## src/pkg/spe_pkg.sv

```systemverilog
package spe_pkg;
   // ************************************************************
   // Host register
   // ************************************************************
   localparam int SPE_DATA_W = 8;
   localparam logic [7:0] SPE_ENABLE_OFFSET = 8'hc7;
   localparam int SPE_ENABLE_BIT = 0;
   localparam logic SPE_ENABLE_RESET = 1'b0;

   // ************************************************************
   // Port pins, index into the four-pin group
   // ************************************************************
   localparam int SPE_PIN_N = 4;
   localparam int SPE_PIN_TMS = 0;
   localparam int SPE_PIN_TCK = 1;
   localparam int SPE_PIN_TDI = 2;
   localparam int SPE_PIN_TDO = 3;

   // ************************************************************
   // Serial command word: opcode, array address, data
   // ************************************************************
   localparam int SPE_CMD_W = 16;
   localparam int SPE_CNT_W = 5;
   localparam logic [4:0] SPE_CMD_BITS = 5'h10;
   localparam int SPE_OP_LSB = 12;
   localparam int SPE_OP_W = 4;
   localparam int SPE_ADDR_LSB = 8;
   localparam logic [3:0] SPE_OP_ENABLE = 4'h1;
   localparam logic [3:0] SPE_OP_DISABLE = 4'h2;
   localparam logic [3:0] SPE_OP_ERASE = 4'h3;
   localparam logic [3:0] SPE_OP_PROG = 4'h4;
   localparam logic [3:0] SPE_OP_READ = 4'h5;
   localparam logic [3:0] SPE_OP_CFG = 4'h6;

   // ************************************************************
   // Nonvolatile store and its blank state
   // ************************************************************
   localparam int SPE_ARRAY_DEPTH = 4;
   localparam int SPE_ADDR_W = 2;
   localparam logic [7:0] SPE_BLANK_WORD = 8'hff;
   localparam logic SPE_BLANK_CFG = 1'b0;

   typedef enum logic [1:0] {
      SPE_IDLE = 2'b00,
      SPE_SHIFT = 2'b01,
      SPE_EXEC = 2'b11
   } spe_state_e;
endpackage

```

## src/pkg/spe_store_if.sv

```systemverilog
`timescale 1ns/10ps
interface spe_store_if;
   logic erase;
   logic prog;
   logic cfg_wr;
   logic cfg_val;
   logic [spe_pkg::SPE_ADDR_W-1:0] addr;
   logic [spe_pkg::SPE_DATA_W-1:0] wdata;
   logic [spe_pkg::SPE_DATA_W-1:0] rdata;
   logic dedicate;

   modport ctl (output erase, prog, cfg_wr, cfg_val, addr, wdata, input rdata, dedicate);
   modport store (input erase, prog, cfg_wr, cfg_val, addr, wdata, output rdata, dedicate);
endinterface

```

## src/hdl/spe_pin_enable.sv

```systemverilog
`timescale 1ns/10ps
module spe_pin_enable (
   // Clock and reset
   input wire logic ref_clk_in,
   input wire logic resetn_in,
   // Device reset pin and product term
   input wire logic dev_resetn_in,
   input wire logic scan_pin_select_term_in,
   // Host register port
   input wire logic reg_sel_in,
   input wire logic reg_wr_in,
   input wire logic reg_rd_in,
   input wire logic [7:0] reg_addr_in,
   input wire logic [7:0] reg_wdata_in,
   output logic [7:0] reg_rdata_out,
   // Port pins
   input wire logic [3:0] pin_in,
   output logic [3:0] pin_out,
   output logic [3:0] pin_oe_out,
   // General I/O side
   input wire logic [3:0] gpio_out_in,
   input wire logic [3:0] gpio_oe_in,
   output logic [3:0] gpio_in_out,
   // Status
   output logic port_on_out,
   output logic tdo_active_out
);
   // ************************************************************
   // Pin synchronisers
   // ************************************************************
   logic [4:0] sync1;
   logic [4:0] sync2;
   logic [3:0] pins;
   logic dev_rst;

   always_ff @(posedge ref_clk_in or negedge resetn_in) begin
      if (!resetn_in) begin
         sync1 <= 5'h1f;
         sync2 <= 5'h1f;
      end else begin
         sync1 <= {dev_resetn_in, pin_in};
         sync2 <= sync1;
      end
   end

   assign pins = sync2[3:0];
   assign dev_rst = !sync2[4];

   // ************************************************************
   // State
   // ************************************************************
   spe_store_if st ();

   spe_pkg::spe_state_e state;
   spe_pkg::spe_state_e next_state;
   logic run_enable;
   logic next_run_enable;
   logic tck_q;
   logic [spe_pkg::SPE_CNT_W-1:0] cnt;
   logic [spe_pkg::SPE_CNT_W-1:0] next_cnt;
   logic [spe_pkg::SPE_CMD_W-1:0] shift;
   logic [spe_pkg::SPE_CMD_W-1:0] next_shift;
   logic [spe_pkg::SPE_DATA_W-1:0] tdo_sh;
   logic [spe_pkg::SPE_DATA_W-1:0] next_tdo_sh;
   logic tdo_active;
   logic next_tdo_active;
   logic [7:0] next_rdata;
   logic [3:0] next_pin_out;
   logic [3:0] next_pin_oe;
   logic port_on;
   logic block;
   logic tck_rise;
   logic [spe_pkg::SPE_OP_W-1:0] op;

   assign port_on = st.dedicate | run_enable | scan_pin_select_term_in;
   // The nonvolatile dedication shields the port from device reset
   assign block = dev_rst & ~st.dedicate;
   assign tck_rise = pins[spe_pkg::SPE_PIN_TCK] & ~tck_q;
   assign op = shift[spe_pkg::SPE_OP_LSB +: spe_pkg::SPE_OP_W];

   // ************************************************************
   // Next-state logic
   // ************************************************************
   always_comb begin
      next_state = state;
      next_cnt = cnt;
      next_shift = shift;
      next_tdo_sh = tdo_sh;
      next_tdo_active = tdo_active;
      st.erase = 1'b0;
      st.prog = 1'b0;
      st.cfg_wr = 1'b0;
      st.cfg_val = shift[0];
      st.addr = shift[spe_pkg::SPE_ADDR_LSB +: spe_pkg::SPE_ADDR_W];
      st.wdata = shift[spe_pkg::SPE_DATA_W-1:0];

      // Host register; bits above bit zero are dropped on write
      next_run_enable = run_enable;
      if (reg_sel_in && reg_wr_in && (reg_addr_in == spe_pkg::SPE_ENABLE_OFFSET)) begin
         next_run_enable = reg_wdata_in[spe_pkg::SPE_ENABLE_BIT];
      end
      if (dev_rst) begin
         next_run_enable = spe_pkg::SPE_ENABLE_RESET;
      end
      next_rdata = reg_rdata_out;
      if (reg_sel_in && reg_rd_in) begin
         next_rdata = 8'h00;
         if (reg_addr_in == spe_pkg::SPE_ENABLE_OFFSET) begin
            next_rdata[spe_pkg::SPE_ENABLE_BIT] = run_enable;
         end
      end

      // Serial engine: abort to idle when blocked or pins released
      if (!port_on || block) begin
         next_state = spe_pkg::SPE_IDLE;
         next_cnt = '0;
         next_tdo_active = 1'b0;
      end else begin
         unique case (state)
            spe_pkg::SPE_IDLE: begin
               if (tck_rise && !pins[spe_pkg::SPE_PIN_TMS]) begin
                  next_state = spe_pkg::SPE_SHIFT;
                  next_cnt = 5'h01;
                  next_shift = {shift[spe_pkg::SPE_CMD_W-2:0], pins[spe_pkg::SPE_PIN_TDI]};
                  next_tdo_sh = {tdo_sh[spe_pkg::SPE_DATA_W-2:0], 1'b0};
               end
            end
            spe_pkg::SPE_SHIFT: begin
               if (tck_rise && pins[spe_pkg::SPE_PIN_TMS]) begin
                  next_state = (cnt == spe_pkg::SPE_CMD_BITS) ? spe_pkg::SPE_EXEC
                                                             : spe_pkg::SPE_IDLE;
               end else if (tck_rise) begin
                  // Count saturates so an overlong word is refused
                  if (cnt != spe_pkg::SPE_CMD_BITS + 5'h01) begin
                     next_cnt = cnt + 5'h01;
                  end
                  next_shift = {shift[spe_pkg::SPE_CMD_W-2:0], pins[spe_pkg::SPE_PIN_TDI]};
                  next_tdo_sh = {tdo_sh[spe_pkg::SPE_DATA_W-2:0], 1'b0};
               end
            end
            spe_pkg::SPE_EXEC: begin
               next_state = spe_pkg::SPE_IDLE;
               next_cnt = '0;
               unique case (op)
                  spe_pkg::SPE_OP_ENABLE: next_tdo_active = 1'b1;
                  spe_pkg::SPE_OP_DISABLE: next_tdo_active = 1'b0;
                  spe_pkg::SPE_OP_ERASE: st.erase = 1'b1;
                  spe_pkg::SPE_OP_PROG: st.prog = 1'b1;
                  spe_pkg::SPE_OP_READ: next_tdo_sh = st.rdata;
                  spe_pkg::SPE_OP_CFG: st.cfg_wr = 1'b1;
                  default: next_tdo_sh = tdo_sh;
               endcase
            end
            default: next_state = spe_pkg::SPE_IDLE;
         endcase
      end

      // Pin muxing: port claims all four, TDO drives only once enabled
      for (int i = 0; i < spe_pkg::SPE_PIN_N; i++) begin
         if (port_on) begin
            next_pin_out[i] = (i == spe_pkg::SPE_PIN_TDO) && tdo_sh[spe_pkg::SPE_DATA_W-1];
            next_pin_oe[i] = (i == spe_pkg::SPE_PIN_TDO) && next_tdo_active;
         end else begin
            next_pin_out[i] = gpio_out_in[i];
            next_pin_oe[i] = gpio_oe_in[i];
         end
      end
   end

   // ************************************************************
   // Registers
   // ************************************************************
   always_ff @(posedge ref_clk_in or negedge resetn_in) begin
      if (!resetn_in) begin
         state <= spe_pkg::SPE_IDLE;
         run_enable <= spe_pkg::SPE_ENABLE_RESET;
         tck_q <= 1'b1;
         cnt <= '0;
         shift <= '0;
         tdo_sh <= '0;
         tdo_active <= 1'b0;
         reg_rdata_out <= 8'h00;
         pin_out <= 4'h0;
         pin_oe_out <= 4'h0;
         gpio_in_out <= 4'h0;
      end else begin
         state <= next_state;
         run_enable <= next_run_enable;
         tck_q <= pins[spe_pkg::SPE_PIN_TCK];
         cnt <= next_cnt;
         shift <= next_shift;
         tdo_sh <= next_tdo_sh;
         tdo_active <= next_tdo_active;
         reg_rdata_out <= next_rdata;
         pin_out <= next_pin_out;
         pin_oe_out <= next_pin_oe;
         gpio_in_out <= pins;
      end
   end

   assign port_on_out = port_on;
   assign tdo_active_out = tdo_active;

   spe_cfg_store u_store (
      .ref_clk_in(ref_clk_in),
      .resetn_in(resetn_in),
      .st(st.store)
   );
endmodule

```

## src/hdl/spe_cfg_store.sv

```systemverilog
`timescale 1ns/10ps
module spe_cfg_store (
   // Clock and reset
   input wire logic ref_clk_in,
   input wire logic resetn_in,
   // Command side
   spe_store_if.store st
);
   logic [spe_pkg::SPE_DATA_W-1:0] mem [spe_pkg::SPE_ARRAY_DEPTH];
   logic [spe_pkg::SPE_DATA_W-1:0] next_mem [spe_pkg::SPE_ARRAY_DEPTH];
   logic dedicate;
   logic next_dedicate;

   // ************************************************************
   // Array and configuration bit
   // ************************************************************
   // Programming can only clear bits; only erase brings them back to one
   always_comb begin
      for (int i = 0; i < spe_pkg::SPE_ARRAY_DEPTH; i++) begin
         next_mem[i] = mem[i];
         if (st.erase) begin
            next_mem[i] = spe_pkg::SPE_BLANK_WORD;
         end else if (st.prog && (st.addr == i[spe_pkg::SPE_ADDR_W-1:0])) begin
            next_mem[i] = mem[i] & st.wdata;
         end
      end
      next_dedicate = dedicate;
      if (st.erase) begin
         next_dedicate = spe_pkg::SPE_BLANK_CFG;
      end else if (st.cfg_wr) begin
         next_dedicate = st.cfg_val;
      end
   end

   // Reset stands for the shipped blank part
   always_ff @(posedge ref_clk_in or negedge resetn_in) begin
      if (!resetn_in) begin
         for (int i = 0; i < spe_pkg::SPE_ARRAY_DEPTH; i++) begin
            mem[i] <= spe_pkg::SPE_BLANK_WORD;
         end
         dedicate <= spe_pkg::SPE_BLANK_CFG;
      end else begin
         mem <= next_mem;
         dedicate <= next_dedicate;
      end
   end

   assign st.rdata = mem[st.addr];
   assign st.dedicate = dedicate;
endmodule

```

## config.mk

```make
export PLATFORM = sky130hd
export DESIGN_NAME = spe_pin_enable
export DESIGN_NICKNAME = d
export VERILOG_FILES = /design/src/pkg/spe_pkg.sv /design/src/pkg/spe_store_if.sv /design/src/hdl/spe_pin_enable.sv /design/src/hdl/spe_cfg_store.sv
export SDC_FILE = /design/constraint.sdc
export NUM_CORES = 1
export LEC_CHECK = 0
export ABC_AREA = 0
export BUFFER_PORTS_ARGS = -buffer_cell sky130_fd_sc_hd__buf_2
export CELL_PAD_IN_SITES_DETAIL_PLACEMENT = 0
export CELL_PAD_IN_SITES_GLOBAL_PLACEMENT = 2
export CORE_UTILIZATION = 39
export CTS_CLUSTER_DIAMETER = 120
export DETAILED_ROUTE_END_ITERATION = 6
export PLACE_DENSITY_LB_ADDON = 0.3
export SETUP_SLACK_MARGIN = 0.4
export SYNTH_ARGS = -nofsm -noshare
export SYNTH_HDL_FRONTEND = slang
export SYNTH_HIERARCHICAL = 1
export SYNTH_SLANG_ARGS = --single-unit
```

## constraint.sdc

```tcl
create_clock -name ref_clk_in -period 3.2 [get_ports ref_clk_in]
set_clock_uncertainty 0.15 [all_clocks]
set_input_delay 0.32 -clock ref_clk_in [delete_from_list [all_inputs] [get_ports ref_clk_in]]
set_output_delay 0.32 -clock ref_clk_in [all_outputs]
set_load 0.01 [all_outputs]
```

Word-level counts from Yosys, hierarchy flattened
Index checks and enable logic that the tools add are counted.
W data, S select, Z words.
{"block": "word_totals", "reg_bits": 90, "input_bits": 35, "wordCells": 139}
{"block": "op_classes", "add_sub_neg": 1, "order_cmp": 1, "eq_ne": 24, "mux": 56, "n_bitwise": 12, "reduce_logical": 27}
{"cell": "$mux W8", "count": 14}
{"cell": "$mux W16", "count": 3}
{"cell": "$and A8 B8 Y8", "count": 4}
{"cell": "$pmux W16 S2", "count": 1}
{"cell": "$mux W5", "count": 5}
{"cell": "$mux W1", "count": 24}
{"cell": "$pmux W8 S3", "count": 1}
{"cell": "$bmux W8 S2", "count": 1}
{"cell": "$ne A3 B3 Y1 const B", "count": 5}
{"cell": "$pmux W5 S3", "count": 1}
{"cell": "$eq A4 B3 Y1 const B", "count": 3}
{"cell": "$reduce_bool A2 Y1", "count": 6}
{"cell": "$reduce_and A5 Y1", "count": 2}
{"cell": "$logic_and A1 B1 Y1", "count": 9}
{"cell": "$eq A4 B2 Y1 const B", "count": 2}
{"cell": "$eq A8 B8 Y1 const B", "count": 1}
{"cell": "$mux W2", "count": 4}
{"cell": "$eq A2 B2 Y1 const B", "count": 3}
{"cell": "$ne A2 B2 Y1 const B", "count": 3}
{"cell": "$reduce_and A6 Y1", "count": 1}
{"cell": "$add A5 B1 Y5 const B", "count": 1}
{"cell": "$eq A5 B5 Y1 const B", "count": 1}
{"cell": "$ne A5 B5 Y1 const B", "count": 1}
{"cell": "$eq A2 B1 Y1 const B", "count": 2}
{"cell": "other kinds (15)", "count": 23}

Logic depth before layout (Yosys ltp)
Gate-level depths: netlist (run 1).
{"block": "logic_depth", "ltp_word": 8, "depth_mapped": 8}

Cells and area by module
The synthesis (run 1) kept the hierarchy.
{"mod": "spe_pin_enable", "instances": 1, "cells_each": 179, "area_per_inst_um2": 2421.1}
{"mod": "spe_cfg_store", "instances": 1, "cells_each": 128, "area_per_inst_um2": 1654.1}

Worst setup path before layout (run 1)
Ideal clock, no wire load.
{"block": "synth_path", "path_kind": "flip-flop to flip-flop", "start": "reg sync2[4]", "end": "reg u_store/mem[24] in the netlist's numbering", "setup_ps": 77, "arrival_ps": 2384, "t_required_ps": 2973, "slack_ps": 590, "stages_incl_launch_ff": 8, "path_buffers": 2, "synth_period_minus_slack_ps": 2610, "path_cell_list": "dfstp_2 -> o21a_1 -> nor2_1 -> buf_2 -> nor4_1 -> buf_4 -> or4b_1 -> a21o_1"}
{"block": "synth_between", "elab_chain_cells": 6, "word_cells_on_any_way": 8}
{"item": "start, declared", "line": "spe_pin_enable.sv:32", "rtl": "logic [4:0] sync2;"}
{"item": "start signal, assigned", "line": "spe_pin_enable.sv:42", "rtl": "sync2 <= sync1;"}
{"item": "$logic_not A1 Y1", "line": "spe_pin_enable.sv:47", "rtl": "assign dev_rst = !sync2[4];"}
{"item": "$and A1 B1 Y1", "line": "spe_pin_enable.sv:77", "rtl": "assign block = dev_rst & ~st.dedicate;"}
{"item": "$logic_or A1 B1 Y1", "line": "spe_pin_enable.sv:114", "rtl": "if (!port_on || block) begin"}
{"item": "$mux W1", "line": "spe_pin_enable.sv:114"}
{"item": "via st.prog", "line": "spe_store_if.sv:4", "rtl": "logic prog;"}
{"item": "$logic_and A1 B1 Y1", "line": "spe_cfg_store.sv:23", "rtl": "end else if (st.prog && (st.addr == i[spe_pkg::SPE_ADDR_W-1:0])) begin"}
{"item": "$reduce_bool A2 Y1 (no line)"}
{"item": "end signal, assigned by index", "line": "spe_cfg_store.sv:39", "rtl": "mem[i] <= spe_pkg::SPE_BLANK_WORD;"}
{"item": "end signal, assigned", "line": "spe_cfg_store.sv:43", "rtl": "mem <= next_mem;"}
{"item": "end, declared", "line": "spe_cfg_store.sv:9", "rtl": "logic [spe_pkg::SPE_DATA_W-1:0] mem [spe_pkg::SPE_ARRAY_DEPTH];"}
The timed path passes the listed nets, and every way through them passes these cells.
A chain may end at the register's enable or synchronous reset.

Final worst setup path (run 1)
{"block": "layout_path", "start": "reg shift[8] in the netlist's numbering", "end": "reg tdo_sh[6] in the netlist's numbering"}
{"block": "layout_between", "elab_chain_cells": 6}
{"item": "start, declared", "line": "spe_pin_enable.sv:61", "rtl": "logic [spe_pkg::SPE_CMD_W-1:0] shift;"}
{"item": "start signal, assigned", "line": "spe_pin_enable.sv:191", "rtl": "shift <= next_shift;"}
{"item": "$not A2 Y3 (not written as such)", "line": "spe_cfg_store.sv:48", "rtl": "assign st.rdata = mem[st.addr];"}
{"item": "$bmux W8 S2", "line": "spe_cfg_store.sv:48"}
{"item": "$mux W8 (not written as such) (2 in series)", "line": "spe_cfg_store.sv:48"}
{"item": "via st.rdata (one bit)", "line": "spe_store_if.sv:9", "rtl": "logic [spe_pkg::SPE_DATA_W-1:0] rdata;"}
{"item": "$mux W8", "line": "spe_pin_enable.sv:144", "rtl": "unique case (op)"}
{"item": "$pmux W8 S3", "line": "spe_pin_enable.sv:119", "rtl": "unique case (state)"}
{"item": "end signal, assigned", "line": "spe_pin_enable.sv:192", "rtl": "tdo_sh <= next_tdo_sh;"}
{"item": "end, declared", "line": "spe_pin_enable.sv:63", "rtl": "logic [spe_pkg::SPE_DATA_W-1:0] tdo_sh;"}
The timed path passes the listed nets, and every way through them passes these cells. The select of a mux whose other input is x is not followed.

==> impl_summary.md, run 1 <==
Status
The run finished, with violations left. The checks that failed: hold timing.

Place
During placement, the flow inserted port buffers numbering 42. The routability-driven placement congestion ratio is 0.723. The placed cell count is 476.

The area after detailed placement is 4440 um^2. After legalization and detailed placement, the total HPWL measured 4580 um.

Synth
In the synthesized netlist the async set-or-reset flop fraction comes to 100%. The sequential fraction of the synthesis area is 56.6%. After synthesis the netlist holds a flip-flop and latch count of 90. The number of enable-type register cells in the synthesized netlist is 0. Summing every instance area after synthesis gives 4080 um^2. dfrtp_1 takes more of the synthesized area than any other cell. The mean area per synthesized cell is 13.3 um^2. For this run, the leading register cell type out of synthesis is dfrtp_1. After synthesis, the cell types taking the most area are dfrtp_1 (29%), dfstp_2 (28%), mux2_2 (8.0%). By count the netlist is led by dfrtp_1 (47), dfstp_2 (43), mux2_2 (29), a21o_1 (27), nor2_1 (18). The count of mapped cells out of synthesis is 307. The netlist uses 45 different library cells. The count of synthesis-stage warnings from yosys is 6. The share of Yosys cell area claimed by the top area cell type is 28.9%.

The most common cell in the synthesized netlist is dfrtp_1.

Route
The DRC violation count after routing is 0. Summed over all layers, the routed wires come to 7370 um. The ratio of routed vias to standard cells is 5.07.

The final route contains 2544 vias. The count of antenna-violating nets left after detailed routing is 0. The final routed wire length divided by cell count is 14.7 um. The first routing iteration left 108 violations. The number of search-and-repair iterations in the first detailed-routing pass is 4.

GRT
The number of antenna violations at the first check in global routing was 0. The first-pass GRT wire length is 12700 um. Global routing used 14.8% of the available tracks across all layers. Entering global routing, the biggest net connects 83 pins. Summed over all layers, the global routing overflow is 0. The number of global-route vias before repair came to 2673.

Finish
Excluding fillers, the count of instances in the completed layout stands at 502. The number of antenna diodes in the final layout is 0. Fill cells in the final layout number 920. The share of layout cells above drive strength 1 is 43.4%. The final layout contains 402 nets. The growth of design area from synthesis to finish is 16.2%.

Once layout is done, the placed cells without fillers occupy 4740 um^2. The flip-flop and latch area is 2310 um^2. The area taken by multi-input logic gates is 1650 um^2.

Timing
The worst hold-check slack is -29.1 ps. The final hold violation count is 7. The count of endpoints failing setup in the final report is 0. The total count of max-transition violations in the final report came to 0.

Setup repair after global routing left no endpoint under its margin. The post-route fraction of the period consumed by the critical path is 73.5%. Derived from the worst setup path, the maximum achievable clock frequency is 425 MHz. For the pin with the worst max-slew slack, the measured transition is 1020 ps. In this run the tightest slew margin relative to its limit is 31.8%. Summed over all failing endpoints, the final setup total negative slack is 0 ps.

The minimum period implied by the final worst setup slack is 2350 ps.

Clock tree
The CTS tree is built. The longest clock path from root to sink contains 2 buffers. The total number of clock tree sinks is 90. The number of H-tree levels is 3. After clock tree synthesis, the clock-pin slew on the worst setup and hold paths is 90 ps.

The library cell used as clock root buffer is clkbuf_8. TritonCTS created 9 clock buffers. The worst-skew pair later-pin latency is 350 ps.

Critical path
The cell seen most often among critical-path stages is mux2_2. STA puts the critical path data required time at 3290 ps. The worst flop-to-flop path startpoint is shift[8]$_DFFE_PN0P_. The critical path startpoint is shift[8]$_DFFE_PN0P_. By startpoint and endpoint, the worst setup path is classified as flip-flop to flip-flop.

The cell class contributing the biggest share of worst-path delay is multiplexers. The setup slack of the worst register-to-register path is 850 ps. In this design, the stage delay of the slowest critical-path cell is 960 ps. The worst setup path is captured at a flip-flop.

Counting both buffers and inverters, the worst setup path holds a total of 0. The critical path launch point type is a flip-flop. The cell count of the worst reg-to-reg path is 3. On the critical path, the stage with the largest delay is an instance of dfrtp_1.

In this run the worst path has a maximum fanout of 24. The worst reg2reg path endpoint is tdo_sh[6]$_DFFE_PN0P_. Data on the critical path arrives at its endpoint at 2440 ps.

The critical path goes through mux4_2 -> mux2_2 -> mux2_2.

Hold path
The classification of the worst-slack hold path is primary input to async pin.

Floorplan
The floorplan has 36 rows. The area of the die is 10900 um^2. The floorplan step set the die width to 104 um. The die is 104 um tall. The floorplan step defined a core boundary enclosing 9950 um^2. Pin placement for this block handled 57 I/O pins. For this configuration, the core starts out at a cell density of 40.9%.

Power
For this design the ratio of total power to cell area is 441 nW/um^2. The worst-case IR drop observed on VDD is 0.241 mV. The final total power is 2.09 mW. The leakage power is 2.22 nW.

Flow run
Max-cap violations in this run came to 0.
## what timing repair did
action | in CTS | in global routing
resized for setup | 0 | 0
buffers inserted | 0 | 0
endpoints found under the hold margin | 10 | 0
hold buffers | 10 | 0
## cell families after synthesis
kind of cell             share of synthesized area, %
AO/OA/AOI/OAI                                    9.67
buffers and inverters                            3.84
other                                          0.0920
multiplexers                                     13.7
AND/OR/NAND/NOR                                  15.2
adder cells (fa/ha/maj)                         0.921
flip-flops                                       56.6
## worst max path at each step
stage,slack (ps),to,cells after the start
3_3_place_gp,800,tdo_sh[3]$_DFFE_PN0P_,3
6_report,850,tdo_sh[6]$_DFFE_PN0P_,3
3_5_place_dp,780,tdo_sh[3]$_DFFE_PN0P_,3
5_1_grt,690,tdo_sh[2]$_DFFE_PN0P_,3
2_1_floorplan,590,u_store/mem[24]$_DFFE_PN1P_,7
4_1_cts,780,tdo_sh[6]$_DFFE_PN0P_,3
## worst register-to-register path, delay by kind of cell, from the launching register on
| kind | cells | cell delay (ps) |
|---|---|---|
| flip-flops | 1 | 960 |
| multiplexers | 3 | 1130 |
## layer usage
layer | GRT usage [%] | share of wire, % | wire, um
met1 | 18.2 | 47 | 3430
met2 | 25.3 | 49 | 3630
met3 | 4.01 | 2.9 | 217
met4 | 4.69 | 1.3 | 94
met5 | 0 | 0 | 0
## registers in the layout, indices dropped and copies added (netlist names)
name / flops
u_store/mem: 32
shift: 16
tdo_sh: 8
cnt: 5
sync1: 5
sync2: 5
gpio_in_out: 4
pin_oe_out: 4
pin_out: 4
state: 2
reg_rdata_out: 1
run_enable: 1
tck_q: 1
tdo_active_out: 1
u_store/st.dedicate: 1
## power breakdown
group | total, mW | internal, mW | leakage [nW] | switching, mW
clock network | 0.777 | 0.385 | 0.101 | 0.391
registers | 1.19 | 1.17 | 1.08 | 0.0238
logic | 0.118 | 0.0578 | 1.04 | 0.0605
total | 2.09 | 1.61 | 2.22 | 0.475
## area by class of cell
class	instances	area share [%]
clock buffers	12	3.06
well taps	133	3.51
multi-input cells	194	34.8
repair buffers	64	8.51
inverters	5	0.396
clock inverters	4	1.06
flip-flops and latches	90	48.7
## per-stage QoR
step / utilization, % / setup WS [ps]
floorplan: - / 590
detailed placement: 44.6 / 782
finish: 47.6 / 849
global placement: 44.6 / 796
CTS: 47.6 / 783
global route: 47.6 / 688
## placed cells by master (no fill, tap or decap), types with 4 or more instances in the layout
cell type	netlist	routed
nor2_1	18	18
nor4_1	6	4
a21oi_1	9	9
nand4b_1	9	9
nand2_1	8	8
mux2_2	29	29
dlygate4sd3_1	0	10
mux4_2	8	8
nand4bb_1	10	10
o2bb2ai_1	4	4
dfstp_2	43	43
and2_1	6	6
buf_4	8	13
or4b_1	8	8
conb_1	1	7
mux2i_1	4	4
a21o_1	27	27
o21ai_0	5	5
nand2b_1	5	5
inv_1	5	5
dfrtp_1	47	47
buf_2	8	41
clkbuf_8	0	10
Power figures use the tool's default switching activity.
==> inputs of run 2 (changes only) <==
- clock period: 3.2 -> 2.3 ns (I/O delays scaled with it)
==> run 2 against run 1 <==
Compared with the run above:
- the flow now finishes without violations
- register-to-register slack worse by 570 ps
- fmax increased by 17%
- flip-flop and latch count did not move
- clock power grew 24%
- sequential share of layout area shrank 3.2 points
- first-iteration DRC count grew 12%
- critical endpoint is now u_store/mem[31]$_DFFE_PN1P_
==> impl_summary.md, run 2 (synthesis results as in run 1) <==
Route
The number of vias after detailed routing is 2685 (+5.5%). The count of antenna-violating nets left after detailed routing was 0 (unchanged). The final routed wire length divided by cell count was 16.1 um (+9.6%). The total detailed-routing wirelength is 8350 um (+13%). The iteration-0 DRC count of the detailed router is 121 (+12%). The number of search-and-repair iterations in the first detailed-routing pass is 4 (unchanged).

The ratio of routed vias to standard cells is 5.17 (+2.1%). The DRC violation count after routing came to 0 (unchanged).

Timing
The total negative setup slack was 0 ps (unchanged). Setup repair after global routing could not meet its margin everywhere. The post-route fraction of the period consumed by the critical path is 87.7% (+14 points). The total count of max-transition violations in the final report is 0 (unchanged). The count of endpoints failing setup in the final report is 0 (unchanged). The relative max-transition margin is 63.3% (+32 points). The final hold violation count came to 0 (-7). The minimum period implied by the final worst setup slack was 2020 ps (-334 ps). The maximum frequency from static timing analysis is 496 MHz (+17%). The transition time of the tightest slew-check pin is 549 ps (-475 ps).

Place
The port buffer count came to 42 (unchanged). The routability-driven placement congestion ratio is 0.728 (+0.65%). The area after detailed placement is 4500 um^2 (+1.3%). The post-detailed-placement half-perimeter wirelength is 4690 um (+2.4%).

Finish
The number of flip-flops in the largest register is 32 (unchanged). In the layout the commonest cells are dfrtp_1 (44), dfstp_2 (43), buf_2 (41). The final design area excluding fillers is 5080 um^2 (+7.2%). Relative to the synthesized area, the layout overhead comes to 24.6%. The count of nets after finishing is 419 (+4.2%). The most common cell after layout, fill and taps aside is dfrtp_1.

In the final layout, the registers with the most flip-flops are u_store/mem (32), shift (16), tdo_sh (8). The area taken by multi-input logic gates is 1710 um^2 (+3.6%). The number of fill cells in the layout was 880 (-4.3%). The count of antenna diodes in the layout is 0 (unchanged). u_store/mem holds more flip-flops than any other register. The flip-flop and latch area came to 2310 um^2 (+0.16%).

The share of layout cells above drive strength 1 is 46.6% (+3.3 points).

Clock tree
The TritonCTS buffer count was 9 (unchanged). In this run the clock root is driven by a clkbuf_8. The total number of clock tree sinks is 90 (unchanged).

The post-CTS clock slew at the launch and capture registers of the worst setup and hold paths is 80 ps (about the same). The CTS tree is built. The number of buffers on the longest clock path is 2 (unchanged).

The number of H-tree levels is 3 (unchanged). The worst-skew pair later-pin latency came to 350 ps (about the same).

GRT
The number of antenna violations at the first check in global routing was 0 (unchanged). The met1 track demand over resource is 21.6% (+3.4 points). The pin count of the biggest net entering global routing is 55 (-34%). The busiest metal layer after global routing is met2.

The first-pass GRT wire length is 13800 um (+8.7%). The number of global-route vias before repair is 2689 (+0.60%). The total routing usage reported by global routing was 16.1% (+1.3 points). The global routing usage on met3 came to 3.76% (-0.25 points). The total overflow reported by the global router is 0 (unchanged). The met2 global-route usage is 25.7% (+0.43 points).

Critical path
The worst setup path is captured at a flip-flop. The data arrival time at the worst-slack endpoint is 2150 ps (-290 ps). The critical path start-end classification is flip-flop to flip-flop.

Walking the worst path, the cells encountered are o21a_1 -> nor2_2 -> nor4_4 -> buf_4 -> buf_12 -> or4b_1 -> a21o_1. The slowest stage of the critical path belongs to the cell dfstp_2. The endpoint required time on the critical path came to 2430 ps (-860 ps). The largest driver fanout on the critical path is 6 (-75%).

The worst setup path is launched from a flip-flop. The delay of the slowest cell on the worst path was 530 ps (-430 ps).

Floorplan
The height of the die is 104 um (unchanged). The core box area came to 9950 um^2 (unchanged). The width of the chip is 104 um (unchanged).

The placement row count was 36 (unchanged). The initial standard-cell utilization of the core came to 40.9% (unchanged). The area of the die is 10900 um^2 (unchanged). The number of ports placed on the die boundary is 57 (unchanged).

Status
The run finished with clean final reports.

Power
The largest voltage drop on the vdd net is 0.298 mV (+23%). The final total power is 2.80 mW (+34%). The cell area power density is 551 nW/um^2 (+25%).

The leakage power is 2.34 nW (+5.1%).

Flow run
The max-cap check violation count is 0 (unchanged).

Hold path
The classification of the worst-slack hold path is primary input to flip-flop.
## run 2: cell types whose count changed in the layout (fill, tap and decap cells not counted), sizes merged
cell	change
buf	+9
bufbuf	+2
bufinv	-1
clkinv	+3
clkinvlp	+1
dlygate4sd3	+5
inv	-2
## run 2: final cells by class
cell class	instances	area share (%)
Multi-Input combinational cell	194	33.6
Tap cell	133	3.28
Clock buffer	11	2.78
Sequential cell	90	45.5
Timing Repair Buffer	81	13.9
Inverter	5	0.370
Clock inverter	5	0.616
## run 2: per-stage QoR
stage	utilization (%)	setup WS, ps	std cells	hold slack (ps)
after floorplan	-	192	313	-216
after detailed placement	45.2	264	474	79.8
after CTS	50.2	264	516	4.42
final	51.0	283	519	17.8
after global routing	51.0	213	519	14.9
after global placement	45.2	284	474	73.8
## run 2: worst paths after layout
kind / start / to / slack [ps] / depth (start not counted)
max: sync2[4]$_DFF_PN1_ / u_store/mem[31]$_DFFE_PN1P_ / 280 / 7
min: reg_rd_in / reg_rdata_out[0]$_DFFE_PN0P_ / 20 / 3
max reg2reg: sync2[4]$_DFF_PN1_ / u_store/mem[31]$_DFFE_PN1P_ / 280 / 7
min reg2reg: sync1[1]$_DFF_PN1_ / sync2[1]$_DFF_PN1_ / 210 / 0
max in group asynchronous: resetn_in / sync1[1]$_DFF_PN1_ / 1050 / 3
min in group asynchronous: resetn_in / cnt[0]$_DFFE_PN0P_ / 230 / 2
## run 2: what timing repair did
action	CTS	global route
cloned	3	1
gates resized for setup	5	14
pin swaps	2	1
hold buffers	15	0
buffers inserted	8	2
setup endpoints to repair	22	55
endpoints found under the hold margin	38	0
## run 2: power breakdown
| part | internal [mW] | switching [mW] | total, mW | leakage [nW] |
|---|---|---|---|---|
| registers | 1.63 | 0.0328 | 1.66 | 1.07 |
| clock network | 0.419 | 0.541 | 0.961 | 0.0891 |
| logic | 0.0897 | 0.0878 | 0.178 | 1.17 |
## run 2: worst max-delay path, delay by kind of cell (launching register included)
family	cells	cell delay, ps
buffers and inverters	2	320
and+or+nand+nor	3	630
DFF	1	530
AOI/OAI and AO/OA	2	320
## run 2: layer usage
layer,part of all wire (%),routed length (um),up-vias
li1,-,-,1254
met5,0,0,-
met3,3.3,277,10
met2,49,4060,60
met4,1.3,109,0
met1,47,3910,1361
==> inputs of run 3 (changes only) <==
- CTS_BUF_LIST: default -> sky130_fd_sc_hd__clkbuf_8 sky130_fd_sc_hd__clkbuf_16
- SETUP_SLACK_MARGIN: 0.4 -> default
==> run 3 against run 2 <==
Compared with the run above:
- clock power rose by 18%
- fmax down 6.7%
- first-iteration DRC count down 36%
- core utilization shrank 1.7 points
- critical path type unchanged
- largest power group unchanged
==> impl_summary.md, run 3 (synthesis results as in run 1) <==
Clock tree
The worst-skew pair later-pin latency is 350 ps (about the same). The number of cells upsized or downsized after cts is 0 (-5). The number of setup buffers added after CTS is 0 (-8). The post-CTS clock slew at the launch and capture registers of the worst setup and hold paths is 90 ps (about the same). The number of buffers on the longest clock path is 2 (unchanged). The number of H-tree levels is 3 (unchanged).

TritonCTS built the clock tree. The number of buffers inserted for hold repair after clock tree synthesis came to 17 (+2). The total number of clock tree sinks is 90 (unchanged).

The TritonCTS buffer count was 9 (unchanged). The tree is rooted in a clkbuf_8.

Timing
The worst hold-check slack came to 29.0 ps (+11.3 ps). The count of endpoints failing setup in the final report came to 0 (unchanged). The final hold violation count is 0 (unchanged).

The least setup slack across all paths after layout is 138 ps (-144 ps). The transition time of the tightest slew-check pin came to 578 ps (+29.5 ps). The minimum period implied by the final worst setup slack is 2160 ps (+144 ps). The relative max-transition margin is 61.4% (-2.0 points). The post-route fraction of the period consumed by the critical path is 94.0% (+6.3 points).

The maximum frequency from static timing analysis was 463 MHz (-6.7%). The total count of max-transition violations in the final report is 0 (unchanged). Setup repair after global routing left no endpoint under its margin.

The total negative setup slack was 0 ps (unchanged).

Floorplan
The height of the die is 104 um (unchanged). The initial standard-cell utilization of the core is 40.9% (unchanged). The core box area is 9950 um^2 (unchanged). The placement row count is 36 (unchanged). The area of the die is 10900 um^2 (unchanged).

The number of ports placed on the die boundary is 57 (unchanged). The width of the chip was 104 um (unchanged).

Route
The iteration-0 DRC count of the detailed router is 78 (-36%). The DRC violation count after routing is 0 (unchanged). The number of vias after detailed routing is 2628 (-2.1%).

The ratio of routed vias to standard cells is 5.12 (-0.98%). The count of antenna-violating nets left after detailed routing is 0 (unchanged). The number of search-and-repair iterations in the first detailed-routing pass is 4 (unchanged). The final routed wire length divided by cell count was 15.0 um (-6.9%).

The total detailed-routing wirelength is 7690 um (-8.0%).

Finish
More flip-flops sit in one register than any other, and that register is u_store/mem. The number of flip-flops in the largest register is 32 (unchanged). The number of cells in the finished layout apart from fillers is 513 (-1.2%). The flip-flop and latch area is 2310 um^2 (-0.16%). The share of layout cells above drive strength 1 came to 43.7% (-2.9 points).

The area taken by multi-input logic gates was 1660 um^2 (-2.9%). Leaving out fill and tap cells, the most frequent cells in the layout are dfrtp_1 (47), dfstp_2 (43), buf_2 (41). From synthesis to final layout, the design area changed by 20.6%. The count of nets after finishing came to 413 (-1.4%). The library cell used most frequently in the layout, excluding fill and tap cells, is dfrtp_1. The count of antenna diodes in the layout came to 0 (unchanged).

The number of fill cells in the layout is 902 (+2.5%). The largest registers in the layout are u_store/mem (32), shift (16), tdo_sh (8). The end-of-flow core utilization is 49.4% (-1.7 points).

Flow run
The max-cap check violation count is 0 (unchanged).

Critical path
The delay of the slowest cell on the worst path is 540 ps (about the same). The data arrival time at the worst-slack endpoint is 2300 ps (+150 ps). The largest driver fanout on the critical path is 26 (+20). Traced cell by cell, the critical path runs through o21a_1 -> nor2_1 -> nor4_4 -> buf_12 -> or4b_1 -> a21o_1. The nature of the critical path endpoint is a flip-flop. The sum of buffers and inverters on the critical path was 1 (-1). STA classifies the critical path startpoint as a flip-flop.

Among all stages on the critical path, the largest delay is contributed by dfstp_2. Grouping stages by cell kind, the critical path spends the most delay in simple AND/OR/NAND/NOR gates. The setup slack of the worst register-to-register path is 140 ps (-140 ps). The endpoint required time on the critical path is 2440 ps (about the same). The critical path start-end classification is flip-flop to flip-flop.

Power
The leakage power came to 2.29 nW (-2.0%). The largest voltage drop on the vdd net came to 0.269 mV (-9.7%). The cell area power density is 605 nW/um^2 (+9.7%).

Place
The routability-driven placement congestion ratio was 0.731 (+0.49%). The post-detailed-placement half-perimeter wirelength came to 4950 um (+5.5%). The placed cell count was 480 (+1.3%). The port buffer count was 42 (unchanged). The minimum setup slack after placement came to 143 ps (-120 ps).

GRT
The first-pass GRT wire length is 13300 um (-3.8%). The number of antenna violations at the first check in global routing is 0 (unchanged). The pin count of the biggest net entering global routing was 47 (-15%). The number of global-route vias before repair is 2695 (+0.22%). The total routing usage reported by global routing was 15.4% (-0.68 points). The total overflow reported by the global router is 0 (unchanged).

Hold path
The tightest min-delay check is of the primary input to flip-flop type.

Status
The flow ran to the end, and the final reports show no timing, DRC or antenna violations.
==> run 3: cell count changes in the layout (fill, tap and decap cells not counted), sizes merged <==
cell	before	now
dlygate4sd3	15	17
clkinvlp	1	0
inv	5	6
bufinv	0	1
clkinv	4	3
clkbuf	12	11
buf	63	58
bufbuf	2	0
==> run 3: stage by stage <==
stage	cell area [um^2]	power [mW]
3_3_place_gp	4530	1.85
5_1_grt	4910	3.11
3_5_place_dp	4530	1.85
6_report	4910	2.97
2_1_floorplan	4110	1.76
4_1_cts	4910	3.02
==> run 3: worst register-to-register path, stage by stage (launching register included) <==
cell	delay [ps]
dfstp_2	540
o21a_1	140
nor2_1	80
nor4_4	330
buf_12	210
or4b_1	460
a21o_1	200
==> run 3: area by class of cell <==
cell class                      count  area share [%]
Tap cell                          133            3.39
Clock buffer                       11            3.08
Sequential cell                    90            46.9
Inverter                            5           0.382
Timing Repair Buffer               75            11.3
Clock inverter                      5            1.25
Multi-Input combinational cell    194            33.7
==> run 3: per-layer routing <==
metal / GRT usage (%) / vias to the layer above / wire (um)
met5: 0 / - / 0
met4: 6.22 / 0 / 106
met3: 2.57 / 8 / 164
met2: 24.8 / 36 / 3640
met1: 20.7 / 1342 / 3780
li1: - / 1242 / -
==> run 3: power breakdown <==
group          switching (mW)  internal (mW)  total (mW)
registers              0.0329           1.63        1.66
clock network           0.564          0.568        1.13
logic                  0.0867         0.0910       0.178
total                   0.684           2.29        2.97
==> run 3: worst paths after layout <==
check,depth (start not counted),endpoint,startpoint
worst max-delay path,6,u_store/mem[28]$_DFFE_PN1P_,sync2[4]$_DFF_PN1_
worst min-delay path,4,reg_rdata_out[0]$_DFFE_PN0P_,reg_sel_in
worst max register to register,6,u_store/mem[28]$_DFFE_PN1P_,sync2[4]$_DFF_PN1_
worst min register to register,0,sync2[3]$_DFF_PN1_,sync1[3]$_DFF_PN1_
max in group asynchronous,3,u_store/mem[27]$_DFFE_PN1P_,resetn_in
min in group asynchronous,2,pin_out[1]$_DFF_PN0_,resetn_in
